**src/logic/vrcc_pkg.sv**
```systemverilog
/*
  Shared constants of the video redriver configuration control: register
  offsets, field positions, reset values, three-level strap codes, timing.
  Assumes a single 250 MHz system clock on both ends.
*/
`default_nettype none
package vrcc_pkg;
  // ----------------------------------------------------------------------
  // Device register offsets
  // ----------------------------------------------------------------------
  localparam logic [7:0] DEV_MODE_OFS = 8'h09;
  localparam logic [7:0] DEV_TERM_OFS = 8'h0B;
  localparam logic [7:0] DEV_EQ_OFS = 8'h0D;
  localparam logic [7:0] DEV_STAT_OFS = 8'h20;
  localparam logic [7:0] DEV_LANE0_OFS = 8'h31;
  localparam logic [7:0] DEV_LANE3_OFS = 8'h34;
  localparam logic [7:0] DEV_LEQ_LO_OFS = 8'h4E;
  localparam logic [7:0] DEV_LEQ_HI_OFS = 8'h4F;
  // ----------------------------------------------------------------------
  // Field positions and reset values
  // ----------------------------------------------------------------------
  localparam int MODE_SWAP_BIT = 7;
  localparam int MODE_INDEP_BIT = 5;
  localparam int MODE_PD_BIT = 3;
  localparam int MODE_CDE_BIT = 2;
  localparam int MODE_FAST_BIT = 0;
  localparam int TERM_RATIO_BIT = 1;
  localparam int TERM_NOSNOOP_BIT = 0;
  localparam int STAT_LOSS_BIT = 5;
  localparam logic [7:0] DEV_MODE_RST = 8'h04;
  localparam logic [7:0] DEV_REG_RST = 8'h00;
  // ----------------------------------------------------------------------
  // Termination codes and three-level strap levels
  // ----------------------------------------------------------------------
  localparam logic [1:0] TERM_MID = 2'h0;
  localparam logic [1:0] TERM_NONE = 2'h1;
  localparam logic [1:0] TERM_AUTO = 2'h2;
  localparam logic [1:0] TERM_HIGH_RATE = 2'h3;
  localparam logic [1:0] LVL_LOW = 2'h0;
  localparam logic [1:0] LVL_HIGH = 2'h1;
  localparam logic [1:0] LVL_FLOAT = 2'h2;
  // ----------------------------------------------------------------------
  // Host register offsets and timing
  // ----------------------------------------------------------------------
  localparam logic [7:0] HST_CTRL_OFS = 8'h00;
  localparam logic [7:0] HST_STRAP_OFS = 8'h01;
  localparam logic [7:0] HST_DADDR_OFS = 8'h02;
  localparam logic [7:0] HST_DDATA_OFS = 8'h03;
  localparam logic [7:0] HST_DREAD_OFS = 8'h04;
  localparam logic [7:0] HST_STAT_OFS = 8'h05;
  localparam int CLK_MHZ = 250;
  localparam int OFF_MIN_US = 100;
  localparam int OFF_MIN_CYCLES = OFF_MIN_US * CLK_MHZ;
endpackage : vrcc_pkg
`default_nettype wire

```
**src/logic/vrcc_link_if.sv**
```systemverilog
/*
  Connection between the management host end and the redriver device end:
  chip-active pin, strap levels and the device register port.
  Assumes both ends run on the same sys_clk.
*/
`default_nettype none
interface vrcc_link_if;
  logic chip_active;
  logic cfg_select;
  logic [1:0] addr0_eq_low_strap;
  logic [1:0] addr1_eq_high_strap;
  logic lane_swap_strap;
  logic [1:0] term_strap;
  logic [7:0] reg_addr;
  logic [7:0] reg_wdata;
  logic reg_wr;
  logic reg_rd;
  logic [7:0] reg_rdata;
  modport dev (
    input chip_active, cfg_select, addr0_eq_low_strap, addr1_eq_high_strap,
    input lane_swap_strap, term_strap, reg_addr, reg_wdata, reg_wr, reg_rd,
    output reg_rdata
  );
  modport host (
    output chip_active, cfg_select, addr0_eq_low_strap, addr1_eq_high_strap,
    output lane_swap_strap, term_strap, reg_addr, reg_wdata, reg_wr, reg_rd,
    input reg_rdata
  );
endinterface : vrcc_link_if
`default_nettype wire

```
**src/logic/vrcc_device.sv**
```systemverilog
/*
  Device end of the redriver configuration control: power-down and standby,
  register file, strap sampling, lane equalisation and swap, termination.
  Assumes the host end drives the link interface synchronously to sys_clk.
*/
`default_nettype none
// Notes on behaviour
// - Power down on hot-plug low, bit, or pin
// - Chip-active low clears registers; host reprograms
// - Chip-active low ignores controls, video high-impedance
// - Chip-active held low at least 100 us
// - Automatic code returns high-rate termination only when ratio flag set
// - No valid clock with detect enabled means standby
// - Clock loss readable in status register bit
// - Sideband runs slow by default, software may speed
// - Bus address from address straps under host config
// - Global lane control default; bit selects independent
// - Lane registers and equalisation nibbles per lane
// - Host rewrites lane settings after swap with independent
// - Lane settings follow swapped mapping
// - Swap from strap or register bit per config
// - Three-level strap pair decodes to nine gains
// - Global 4-bit equalisation field maps sixteen gains
// - Per-lane nibbles by unswapped pins; clock lane takes the global field, not the high nibble
// - Clock lane equalisation from two-bit global field under host config
// - Termination from strap or register code
// - Ratio flag set forces high-rate termination
// - Chip-active held low until supplies stable
// - Code 10 automatic, code 11 high-rate termination
// - Hot-plug low clears ratio flag when automatic
module vrcc_device (
  input wire logic sys_clk,
  input wire logic reset_n,
  vrcc_link_if.dev link,
  input wire logic hot_plug_sense,
  input wire logic clock_valid,
  input wire logic snoop_wr,
  input wire logic snoop_wr_value,
  input wire logic snoop_rd,
  input wire logic snoop_rd_value,
  output logic powered_down,
  output logic standby,
  output logic video_hiz,
  output logic lane_swap_active,
  output logic [15:0] lane_eq,
  output logic [19:0] lane_drive,
  output logic [1:0] term_sel,
  output logic sideband_fast,
  output logic [1:0] bus_addr
);
  // ----------------------------------------------------------------------
  // State
  // ----------------------------------------------------------------------
  typedef struct packed {
    logic active_seen;
    logic [7:0] mode;
    logic [7:0] term;
    logic [7:0] eq;
    logic [3:0][4:0] lane_cfg;
    logic [7:0] leq_lo;
    logic [7:0] leq_hi;
    logic [3:0] strap_eq;
    logic strap_swap;
    logic [1:0] strap_term;
    logic [1:0] addr;
    logic loss;
    logic [7:0] rdata;
  } vrcc_dev_s;

  vrcc_dev_s state_reg;
  vrcc_dev_s state_next;
  logic [3:0] strap_eq_code;
  logic cfg_host;
  logic [3:0][3:0] pin_eq;
  logic [1:0] term_code;
  logic [2:0] lane_idx;

  vrcc_eq_decode eq_dec (
    .eq_high(link.addr1_eq_high_strap),
    .eq_low(link.addr0_eq_low_strap),
    .eq_code(strap_eq_code)
  );

  assign lane_idx = 3'(link.reg_addr - vrcc_pkg::DEV_LANE0_OFS);

  // ----------------------------------------------------------------------
  // Next state
  // ----------------------------------------------------------------------
  always_comb begin
    state_next = state_reg;
    state_next.rdata = 8'h00;
    if (!link.chip_active) begin
      state_next = '0;
      state_next.mode = vrcc_pkg::DEV_MODE_RST;
      state_next.term = vrcc_pkg::DEV_REG_RST;
      state_next.eq = vrcc_pkg::DEV_REG_RST;
    end else begin
      state_next.active_seen = 1'b1;
      if (!state_reg.active_seen) begin
        state_next.strap_eq = strap_eq_code;
        state_next.strap_swap = link.lane_swap_strap;
        state_next.strap_term = link.term_strap;
        state_next.addr = {link.addr1_eq_high_strap == vrcc_pkg::LVL_HIGH,
                           link.addr0_eq_low_strap == vrcc_pkg::LVL_HIGH};
      end
      if (link.reg_wr) begin
        case (link.reg_addr)
          vrcc_pkg::DEV_MODE_OFS: state_next.mode = link.reg_wdata;
          vrcc_pkg::DEV_TERM_OFS: state_next.term = link.reg_wdata;
          vrcc_pkg::DEV_EQ_OFS: state_next.eq = link.reg_wdata;
          vrcc_pkg::DEV_LEQ_LO_OFS: state_next.leq_lo = link.reg_wdata;
          vrcc_pkg::DEV_LEQ_HI_OFS: state_next.leq_hi = link.reg_wdata;
          default: begin
            if (link.reg_addr >= vrcc_pkg::DEV_LANE0_OFS
                && link.reg_addr <= vrcc_pkg::DEV_LANE3_OFS) begin
              state_next.lane_cfg[lane_idx[1:0]] = link.reg_wdata[7:3];
            end
          end
        endcase
      end
      // Ratio flag follows the sideband snoop unless snooping is off
      if (!state_reg.term[vrcc_pkg::TERM_NOSNOOP_BIT]
          && !(link.reg_wr && link.reg_addr == vrcc_pkg::DEV_TERM_OFS
               && link.reg_wdata[vrcc_pkg::TERM_NOSNOOP_BIT])) begin
        state_next.term[vrcc_pkg::TERM_RATIO_BIT] = state_reg.term[vrcc_pkg::TERM_RATIO_BIT];
        if (!hot_plug_sense) begin
          state_next.term[vrcc_pkg::TERM_RATIO_BIT] = 1'b0;
        end else if (snoop_wr) begin
          state_next.term[vrcc_pkg::TERM_RATIO_BIT] = snoop_wr_value;
        end else if (snoop_rd && snoop_rd_value) begin
          state_next.term[vrcc_pkg::TERM_RATIO_BIT] = 1'b1;
        end
      end
      if (link.reg_rd) begin
        case (link.reg_addr)
          vrcc_pkg::DEV_MODE_OFS: state_next.rdata = state_reg.mode;
          vrcc_pkg::DEV_TERM_OFS: state_next.rdata = state_reg.term;
          vrcc_pkg::DEV_EQ_OFS: state_next.rdata = state_reg.eq;
          vrcc_pkg::DEV_STAT_OFS: begin
            state_next.rdata[vrcc_pkg::STAT_LOSS_BIT] = state_reg.loss;
          end
          vrcc_pkg::DEV_LEQ_LO_OFS: state_next.rdata = state_reg.leq_lo;
          vrcc_pkg::DEV_LEQ_HI_OFS: state_next.rdata = state_reg.leq_hi;
          default: begin
            if (link.reg_addr >= vrcc_pkg::DEV_LANE0_OFS
                && link.reg_addr <= vrcc_pkg::DEV_LANE3_OFS) begin
              state_next.rdata = {state_reg.lane_cfg[lane_idx[1:0]], 3'h0};
            end
          end
        endcase
      end
      state_next.loss = state_reg.mode[vrcc_pkg::MODE_CDE_BIT] && !clock_valid;
    end
  end

  always_ff @(posedge sys_clk or negedge reset_n) begin
    if (!reset_n) begin
      state_reg <= '0;
    end else begin
      state_reg <= state_next;
    end
  end

  // ----------------------------------------------------------------------
  // Power state
  // ----------------------------------------------------------------------
  assign powered_down = !link.chip_active || !hot_plug_sense
                        || state_reg.mode[vrcc_pkg::MODE_PD_BIT];
  assign standby = link.chip_active && state_reg.loss;
  assign video_hiz = powered_down || standby;
  assign sideband_fast = state_reg.mode[vrcc_pkg::MODE_FAST_BIT];
  assign bus_addr = cfg_host ? state_reg.addr : 2'h0;
  assign link.reg_rdata = state_reg.rdata;

  // ----------------------------------------------------------------------
  // Lane control
  // ----------------------------------------------------------------------
  assign cfg_host = link.cfg_select && state_reg.active_seen;
  assign lane_swap_active = cfg_host ? state_reg.mode[vrcc_pkg::MODE_SWAP_BIT]
                                     : state_reg.strap_swap;

  always_comb begin
    pin_eq = '0;
    if (!cfg_host) begin
      pin_eq = {4{state_reg.strap_eq}};
    end else if (state_reg.mode[vrcc_pkg::MODE_INDEP_BIT]) begin
      pin_eq[0] = state_reg.leq_hi[7:4];
      pin_eq[1] = state_reg.leq_hi[3:0];
      pin_eq[2] = state_reg.leq_lo[7:4];
      pin_eq[3] = state_reg.leq_lo[3:0];
    end else begin
      pin_eq = {4{state_reg.eq[6:3]}};
    end
    if (cfg_host) begin
      pin_eq[0] = {2'h0, state_reg.eq[2:1]};
    end
  end

  always_comb begin
    for (int i = 0; i < 4; i++) begin
      if (lane_swap_active) begin
        lane_eq[i*4 +: 4] = pin_eq[3-i];
        lane_drive[i*5 +: 5] = state_reg.mode[vrcc_pkg::MODE_INDEP_BIT]
                               ? state_reg.lane_cfg[3-i] : state_reg.lane_cfg[0];
      end else begin
        lane_eq[i*4 +: 4] = pin_eq[i];
        lane_drive[i*5 +: 5] = state_reg.mode[vrcc_pkg::MODE_INDEP_BIT]
                               ? state_reg.lane_cfg[i] : state_reg.lane_cfg[0];
      end
    end
  end

  // ----------------------------------------------------------------------
  // Source termination
  // ----------------------------------------------------------------------
  assign term_code = cfg_host ? state_reg.term[4:3] : state_reg.strap_term;

  always_comb begin
    term_sel = term_code;
    if (state_reg.term[vrcc_pkg::TERM_RATIO_BIT]) begin
      term_sel = vrcc_pkg::TERM_HIGH_RATE;
    end else if (term_code == vrcc_pkg::TERM_AUTO) begin
      term_sel = vrcc_pkg::TERM_NONE;
    end
  end
endmodule : vrcc_device
`default_nettype wire

```
**src/logic/vrcc_eq_decode.sv**
```systemverilog
/*
  Decoder from the two three-level equalisation straps to the 4-bit
  equalisation code. Assumes levels coded as in vrcc_pkg.
*/
`default_nettype none
module vrcc_eq_decode (
  input wire logic [1:0] eq_high,
  input wire logic [1:0] eq_low,
  output logic [3:0] eq_code
);
  always_comb begin
    eq_code = 4'h0;
    case ({eq_high, eq_low})
      {vrcc_pkg::LVL_LOW, vrcc_pkg::LVL_LOW}: eq_code = 4'h0;
      {vrcc_pkg::LVL_LOW, vrcc_pkg::LVL_FLOAT}: eq_code = 4'h1;
      {vrcc_pkg::LVL_LOW, vrcc_pkg::LVL_HIGH}: eq_code = 4'h3;
      {vrcc_pkg::LVL_FLOAT, vrcc_pkg::LVL_LOW}: eq_code = 4'h4;
      {vrcc_pkg::LVL_FLOAT, vrcc_pkg::LVL_FLOAT}: eq_code = 4'h6;
      {vrcc_pkg::LVL_FLOAT, vrcc_pkg::LVL_HIGH}: eq_code = 4'h8;
      {vrcc_pkg::LVL_HIGH, vrcc_pkg::LVL_LOW}: eq_code = 4'h9;
      {vrcc_pkg::LVL_HIGH, vrcc_pkg::LVL_FLOAT}: eq_code = 4'hD;
      {vrcc_pkg::LVL_HIGH, vrcc_pkg::LVL_HIGH}: eq_code = 4'hF;
      default: eq_code = 4'h0;
    endcase
  end
endmodule : vrcc_eq_decode
`default_nettype wire

```
**src/flat_wrapper.sv**
```systemverilog
// flat-port wrapper written by rule: the top's interface ports become plain ports
module vrcc_device_flat 
  (sys_clk, reset_n, hot_plug_sense, clock_valid, snoop_wr, snoop_wr_value, snoop_rd, snoop_rd_value, powered_down, standby, video_hiz, lane_swap_active, lane_eq, lane_drive, term_sel, sideband_fast, bus_addr, link_chip_active, link_cfg_select, link_addr0_eq_low_strap, link_addr1_eq_high_strap, link_lane_swap_strap, link_term_strap, link_reg_addr, link_reg_wdata, link_reg_wr, link_reg_rd, link_reg_rdata);
  vrcc_link_if link_i ();
  input wire logic sys_clk;
  input wire logic reset_n;
  input wire logic hot_plug_sense;
  input wire logic clock_valid;
  input wire logic snoop_wr;
  input wire logic snoop_wr_value;
  input wire logic snoop_rd;
  input wire logic snoop_rd_value;
  output logic powered_down;
  output logic standby;
  output logic video_hiz;
  output logic lane_swap_active;
  output logic [15:0] lane_eq;
  output logic [19:0] lane_drive;
  output logic [1:0] term_sel;
  output logic sideband_fast;
  output logic [1:0] bus_addr;
  input wire logic [$bits(link_i.chip_active)-1:0] link_chip_active;
  input wire logic [$bits(link_i.cfg_select)-1:0] link_cfg_select;
  input wire logic [$bits(link_i.addr0_eq_low_strap)-1:0] link_addr0_eq_low_strap;
  input wire logic [$bits(link_i.addr1_eq_high_strap)-1:0] link_addr1_eq_high_strap;
  input wire logic [$bits(link_i.lane_swap_strap)-1:0] link_lane_swap_strap;
  input wire logic [$bits(link_i.term_strap)-1:0] link_term_strap;
  input wire logic [$bits(link_i.reg_addr)-1:0] link_reg_addr;
  input wire logic [$bits(link_i.reg_wdata)-1:0] link_reg_wdata;
  input wire logic [$bits(link_i.reg_wr)-1:0] link_reg_wr;
  input wire logic [$bits(link_i.reg_rd)-1:0] link_reg_rd;
  output wire logic [$bits(link_i.reg_rdata)-1:0] link_reg_rdata;
  assign link_i.chip_active = link_chip_active;
  assign link_i.cfg_select = link_cfg_select;
  assign link_i.addr0_eq_low_strap = link_addr0_eq_low_strap;
  assign link_i.addr1_eq_high_strap = link_addr1_eq_high_strap;
  assign link_i.lane_swap_strap = link_lane_swap_strap;
  assign link_i.term_strap = link_term_strap;
  assign link_i.reg_addr = link_reg_addr;
  assign link_i.reg_wdata = link_reg_wdata;
  assign link_i.reg_wr = link_reg_wr;
  assign link_i.reg_rd = link_reg_rd;
  assign link_reg_rdata = link_i.reg_rdata;
  vrcc_device u_core (.sys_clk(sys_clk), .reset_n(reset_n), .link(link_i), .hot_plug_sense(hot_plug_sense), .clock_valid(clock_valid), .snoop_wr(snoop_wr), .snoop_wr_value(snoop_wr_value), .snoop_rd(snoop_rd), .snoop_rd_value(snoop_rd_value), .powered_down(powered_down), .standby(standby), .video_hiz(video_hiz), .lane_swap_active(lane_swap_active), .lane_eq(lane_eq), .lane_drive(lane_drive), .term_sel(term_sel), .sideband_fast(sideband_fast), .bus_addr(bus_addr));
endmodule
```
**config.mk**
```make
export PLATFORM = sky130hd
export DESIGN_NAME = vrcc_device_flat
export DESIGN_NICKNAME = d
export VERILOG_FILES = /design/src/logic/vrcc_pkg.sv /design/src/logic/vrcc_link_if.sv /design/src/logic/vrcc_device.sv /design/src/logic/vrcc_eq_decode.sv /design/src/flat_wrapper.sv
export SDC_FILE = /design/constraint.sdc
export NUM_CORES = 1
export LEC_CHECK = 0
export BUFFER_PORTS_ARGS = -buffer_cell sky130_fd_sc_hd__buf_4
export CORE_MARGIN = 3
export CORE_UTILIZATION = 57
export CTS_CLUSTER_SIZE = 25
export DETAILED_ROUTE_END_ITERATION = 10
export HOLD_SLACK_MARGIN = 0.06
export PLACE_DENSITY = 0.85
export SLEW_MARGIN = 20
export SYNTH_ARGS = -nofsm -noshare
export SYNTH_HDL_FRONTEND = slang
export SYNTH_SLANG_ARGS = --single-unit
export TNS_END_PERCENT = 1
```
**constraint.sdc**
```tcl
create_clock -name sys_clk -period 1.84 [get_ports sys_clk]
set_clock_uncertainty 0.05 [all_clocks]
set_input_delay 0.184 -clock sys_clk [delete_from_list [all_inputs] [get_ports sys_clk]]
set_output_delay 0.184 -clock sys_clk [all_outputs]
set_load 0.05 [all_outputs]
```
# --- Word level (Yosys, flattened, before mapping) ---
# Memories as Yosys holds them, arrays and structs flattened.
# Index checks and enable logic that the tools add are counted.
# Widths: inputs -> output; s select.
word_totals:
  reg_bits: 79
  mem_bits_ro: 64
  input_bits: 35
  out_inout_bits: 53
  elab_cells: 112
  mem_count: 1
classes:
  n_addsub: 1
  order_cmp: 4
  n_eq_ne: 21
  muxes: 43
  reduce_logical: 25
memory_table:
  columns: ["name", "words", "word_bits", "read_ports", "rd_ports_with_merged_regs", "write_ports", "line_no", "text"]
  rows:
  - ["(name not given)", 16, 4, 1, 0, 0, "vrcc_eq_decode.sv:13", "case ({eq_high, eq_low})"]
ops:
  columns: ["cell", "n"]
  rows:
  - ["$mux 79", 1]
  - ["$mux 60", 1]
  - ["$mux 8", 7]
  - ["$mux 5", 9]
  - ["$mux 20", 2]
  - ["$mux 16", 2]
  - ["$pmux 5 s6", 1]
  - ["$eq 8x4->1 const B", 3]
  - ["$bwmux 20", 1]
  - ["$mux 4", 5]
  - ["$eq 8x7->1 const B", 2]
  - ["$ne 2x1->1 const B", 7]
  - ["$pmux 2 s6", 1]
  - ["$bmux 5 s2", 1]
  - ["$demux 5 s2", 1]
  - ["$reduce_and 2->1", 5]
  - ["$logic_and 1x1->1", 9]
  - ["$mux 9", 1]
  - ["$eq 8x6->1 const B", 1]
  - ["$ge 8x6->1 const B", 1]
  - ["$le 8x6->1 const B", 1]
  - ["$mux 2", 4]
  - ["$ne 3x1->1 const B", 2]
  - ["$pmux 1 s6", 1]
  - ["other kinds (12)", 25]

# --- Logic depth before layout (Yosys ltp) ---
logic_depth:
  ltp_word: 11
  depth_mapped: 8
  mapped_depth_nobuf: 6

# --- By module ---
# From an unflattened synthesis, not the netlist that was laid out.
unflattened:
  cells_unflattened: 520
  hier_area_um2: 4829.6
by_module_without_submodules:
  columns: ["mod", "n_inst", "cells_each", "area_per_inst_um2", "seq_area_each_um2"]
  rows:
  - ["vrcc_device", 1, 507, 4725.8, 1976.9]
  - ["vrcc_eq_decode", 1, 13, 103.8, 0.0]

# --- Worst setup path before layout ---
# Ideal clock, no wire load.
synth_timing:
  path_type: "register to output"
  startpoint: "register u_core.state_reg[78] in the netlist's numbering"
  endpoint: "output port lane_eq[10]"
  arrival_time_ns: 2.414
  setup_slack_ns: -0.808
  stages_incl_launch_ff: 9
  cell_sequence: "dfrtp_1 buf_6 and3_1 buf_6 nor2_4 inv_2 buf_2 o211a_1 o21ai_0"
synth_via:
  elab_chain_len: 3
  elab_cells_between_ends: 4
  classes_between: "mux: 3; reduce/logical: 1"
synth_lines:
  columns: ["item", "line_no", "text"]
  rows:
  - ["start, declared", "vrcc_device.sv:70", "vrcc_dev_s state_reg;"]
  - ["start signal, assigned", "vrcc_device.sv:160", "state_reg <= state_next;"]
  - ["$logic_and 1x1->1 (*)", "vrcc_device.sv:178", "assign cfg_host = link.cfg_select && state_reg.active_seen;"]
  - ["$mux 16 / $mux 1 (equally long branches)", "vrcc_device.sv:184, vrcc_device.sv:179", null]
  - ["$mux 4 (*)", "vrcc_device.sv:201", "if (lane_swap_active) begin"]
  - ["end, declared", "flat_wrapper.sv:17", "output logic [15:0] lane_eq;"]
# Mark *: on every way between the ends. The rest lies on a longest branch, timed or not.

# --- Final worst setup path ---
layout_timing:
  startpoint: "register u_core.state_reg[78] in the netlist's numbering"
  endpoint: "output port lane_eq[5]"
# Same word-level chain as after synthesis.

==> summary.txt <==
Finish
  • Final net count: between 600 and 700
  • Multi-input logic area: between 0.002 and 0.003 mm2
  • Largest register FFs: 70
  • Register Area: around 0.002 mm2
  • Area Overhead vs Synth: 29.0%
  • Fillers: a little over 500
  • Share of cells above drive strength 1: between 30% and 40%
  • Ant. Diodes: 0

Yosys
  • Top_reg_cell synth: dfrtp_1
  • Number of distinct library cells after synthesis: 54
  • Syn avg cell area: 9.48 um2
  • Commonest cells in the netlist: dfrtp_1 (79), mux2i_1 (74), nand2_1 (74)
  • Cell Area, Synth: roughly 0.005 mm2
  • Post-Syn Nets: approximately 580
  • Synth area leaders: dfrtp_1 (39%), mux2i_1 (15%), nand2_1 (5.5%)
  • Top cell type's share of synthesized area: between 30% and 40%
  • Synthesis warning total: 0
  • Number of flops mapped to enable cells by yosys: 0
  • Mapped Cells: 530
  • Synth area leader: dfrtp_1
  • Asr flop ratio synth: 100%
  • Register area share after synthesis: 39.4%
  • Count leader, synth: dfrtp_1
  • Seq cells post-synth: 79

Floorplanning
  • Core area: roughly 0.0084 mm2
  • Die Area: 0.00998 mm2
  • Initial Util: 59.9%
  • Row Count: 33
  • DIE HEIGHT: ~100 um
  • Die width: around 100 um
  • Io pins: 88

Job
  • Total of max-cap violations: 0

Timing
  • Final worst-path setup slack: -0.276 ns
  • Crit share post-route: 115%
  • Fin crit period: between 2 and 2.5 ns
  • Slew Limit Fails: 0
  • Setup TNS: -7.62 ns
  • Fin. Hold Viols: 0
  • F_max: around 0.47 GHz
  • Worst-margin pin slew: around 0.5 ns
  • Unrepaired setup endpoints after global routing: true
  • Setup violators final: 35
  • Max-slew headroom: between 60% and 70%
  • WHS: between 0.08 and 0.09 ns

Route
  • Pre-antenna DRT Iters: 5
  • Vias after detailed routing: ~4600
  • Wirelength per Cell: around 20 um
  • Final wirelength: between 15000 and 20000 um
  • DR vias/cell: between 6 and 7
  • DRC: 0
  • Initial detailed-routing violation count: 377
  • Antenna Nets Post-Route: 0

Min path
  • Hold Path End: u_core.state_reg[65]$_DFFE_PN0P_
  • Cell depth of the worst hold path: 3
  • Worst Hold Class: in -> reg
  • Hold Path Origin: link_reg_wdata[3]

Place
  • DP HPWL: 10500 um
  • Port Buffer Count: 87
  • Routability cong.: between 0.9 and 1

GRT
  • First-pass GRT wire length: about 24000 um
  • Largest net degree at the start of global routing: 51
  • Total Routing Usage GR: between 30% and 40%
  • Vias in the first global route: around 4700
  • Global route total overflow: 0
  • Initial antenna violation count: 0

Power
  • PD cells: about 550 mW/mm2
  • P_leak: between 3 and 4 nW
  • IR Drop Worst-Case VDD: around 0.37 mV

Worst setup path
  • CP top delay family: flip-flops
  • RR Startpoint: u_core.state_reg[35]$_DFFE_PN0P_
  • R2r worst-path depth: 3
  • Worst path arrival time: around 1.9 ns
  • R2r setup slk: 0.20 ns
  • R2r endpoint: u_core.link.reg_rdata[4]$_DFF_PN0_
  • Worst-path maximum fanout: 8
  • Slowest cell on crit path: dfrtp_2
  • Worst setup path class: reg -> out
  • CP most frequent cell: buf_6
  • Worst Setup End Kind: output port
  • Worst path bufs/invs: 3
  • Critical Path RT: 1.61 ns
  • Cell Chain, Critical Path: and3_4 -> nor2_4 -> inv_2 -> buf_6 -> o211a_1 -> o21ai_2 -> buf_6
  • Largest stage delay, worst path: between 0.4 and 0.5 ns
  • CP Launch Type: flip-flop

CTS
  • Clk pin slew, worst setup/hold paths: around 0.080 ns
  • Max Root-Sink Buffers: 2
  • CTS buffer count: 9
  • CTS Sinks: 79
  • H-tree depth: 3
  • Worst-skew pair later-pin latency: ~0.35 ns
  • Root buffer cell: clkbuf_8
  • Clock tree from TritonCTS: yes

Outcome
  • Status: finished with violations
  • Failing checks: setup timing
power by group:
| part | switching, mW | internal (mW) |
|---|---|---|
| logic | 0.361 | 0.226 |
| registers | 0.0153 | 1.75 |
| clock network | 0.642 | 0.556 |
placed cells by master (no fill, tap or decap), types with 5 or more instances in the layout:
| cell type | n |
|---|---|
| a21oi_1 | 21 |
| a31oi_2 | 9 |
| and2_1 | 6 |
| and3_1 | 13 |
| buf_4 | 76 |
| buf_6 | 40 |
| clkbuf_8 | 11 |
| dfrtp_1 | 77 |
| dlygate4sd3_1 | 8 |
| ha_1 | 11 |
| inv_1 | 15 |
| mux2_2 | 6 |
| mux2_4 | 5 |
| mux2i_1 | 70 |
| mux4_2 | 5 |
| nand2_1 | 69 |
| nand3_1 | 7 |
| nand3_2 | 6 |
| nor2_1 | 56 |
| nor3b_1 | 9 |
| o211a_1 | 8 |
| o21ai_0 | 22 |
| o21ai_2 | 8 |
cells by family after synthesis:
| family | count (synthesis) | share of synthesized area, % |
|---|---|---|
| multiplexers | 90 | 19.5 |
| buffers and inverters | 57 | 5.95 |
| AO/OA/AOI/OAI | 99 | 13.3 |
| flip-flops | 79 | 39.4 |
| adder cells (fa/ha/maj) | 11 | 2.74 |
| AND/OR/NAND/NOR | 194 | 19.3 |
worst register-to-register path, delay by kind of cell, from the launching register on:
kind | cells | cell delay (ns)
mux | 1 | 0.52
flops | 1 | 0.44
compound gates | 1 | 0.34
simple gates | 1 | 0.18
how the worst max path moves through the flow:
stage	end	slack, ns	from	cells past startpoint
2_1_floorplan	lane_drive[7]	-0.34	u_core.state_reg[78]$_DFF_PN0_	7
3_3_place_gp	u_core.link.reg_rdata[3]$_DFF_PN0_	-0.00001	link_reg_addr[1]	7
3_5_place_dp	u_core.state_reg[32]$_DFFE_PN0P_	-0.09	link_reg_addr[0]	8
4_1_cts	lane_eq[7]	-0.27	u_core.state_reg[78]$_DFF_PN0_	7
5_1_grt	lane_drive[12]	-0.33	u_core.state_reg[78]$_DFF_PN0_	7
6_report	lane_eq[5]	-0.28	u_core.state_reg[78]$_DFF_PN0_	7
repair_timing:
item / 4_1_cts / 5_1_grt
gates resized for setup: 43 / 30
pin swaps: 5 / 4
hold buffers: 8 / 0
endpoints found under the setup margin: 38 / 42
hold endpoints to repair: 37 / 0
buffers inserted: 2 / 0
metrics by stage:
step                instance area [um2]  worst slack, ns  util (%)  std cells  power [mW]
CTS                                6360           -0.269      75.9        738        3.52
finish                             6480           -0.276      77.3        738        3.55
floorplan                          5130           -0.339         -        530        2.08
global route                       6480           -0.328      77.3        738        3.66
global placement                   5950       -0.0000111      71.0        712        2.31
detailed placement                 5950          -0.0887      71.0        712        2.32
area by class of cell:
type	instances	area share, %
Clock buffer	12	2.39
Clock inverter	4	0.309
Inverter	16	0.927
Multi-Input combinational cell	394	45.5
Sequential cell	79	30.6
Tap cell	105	2.03
Timing Repair Buffer	128	18.2
routing by layer:
layer,global-route usage [%],vias to the layer above,wire length [um]
li1,-,2055,-
met1,40.4,2267,6080
met2,49.5,253,7420
met3,4.38,38,1200
met4,12.4,0,407
met5,0,-,0
Power figures use the tool's default switching activity.
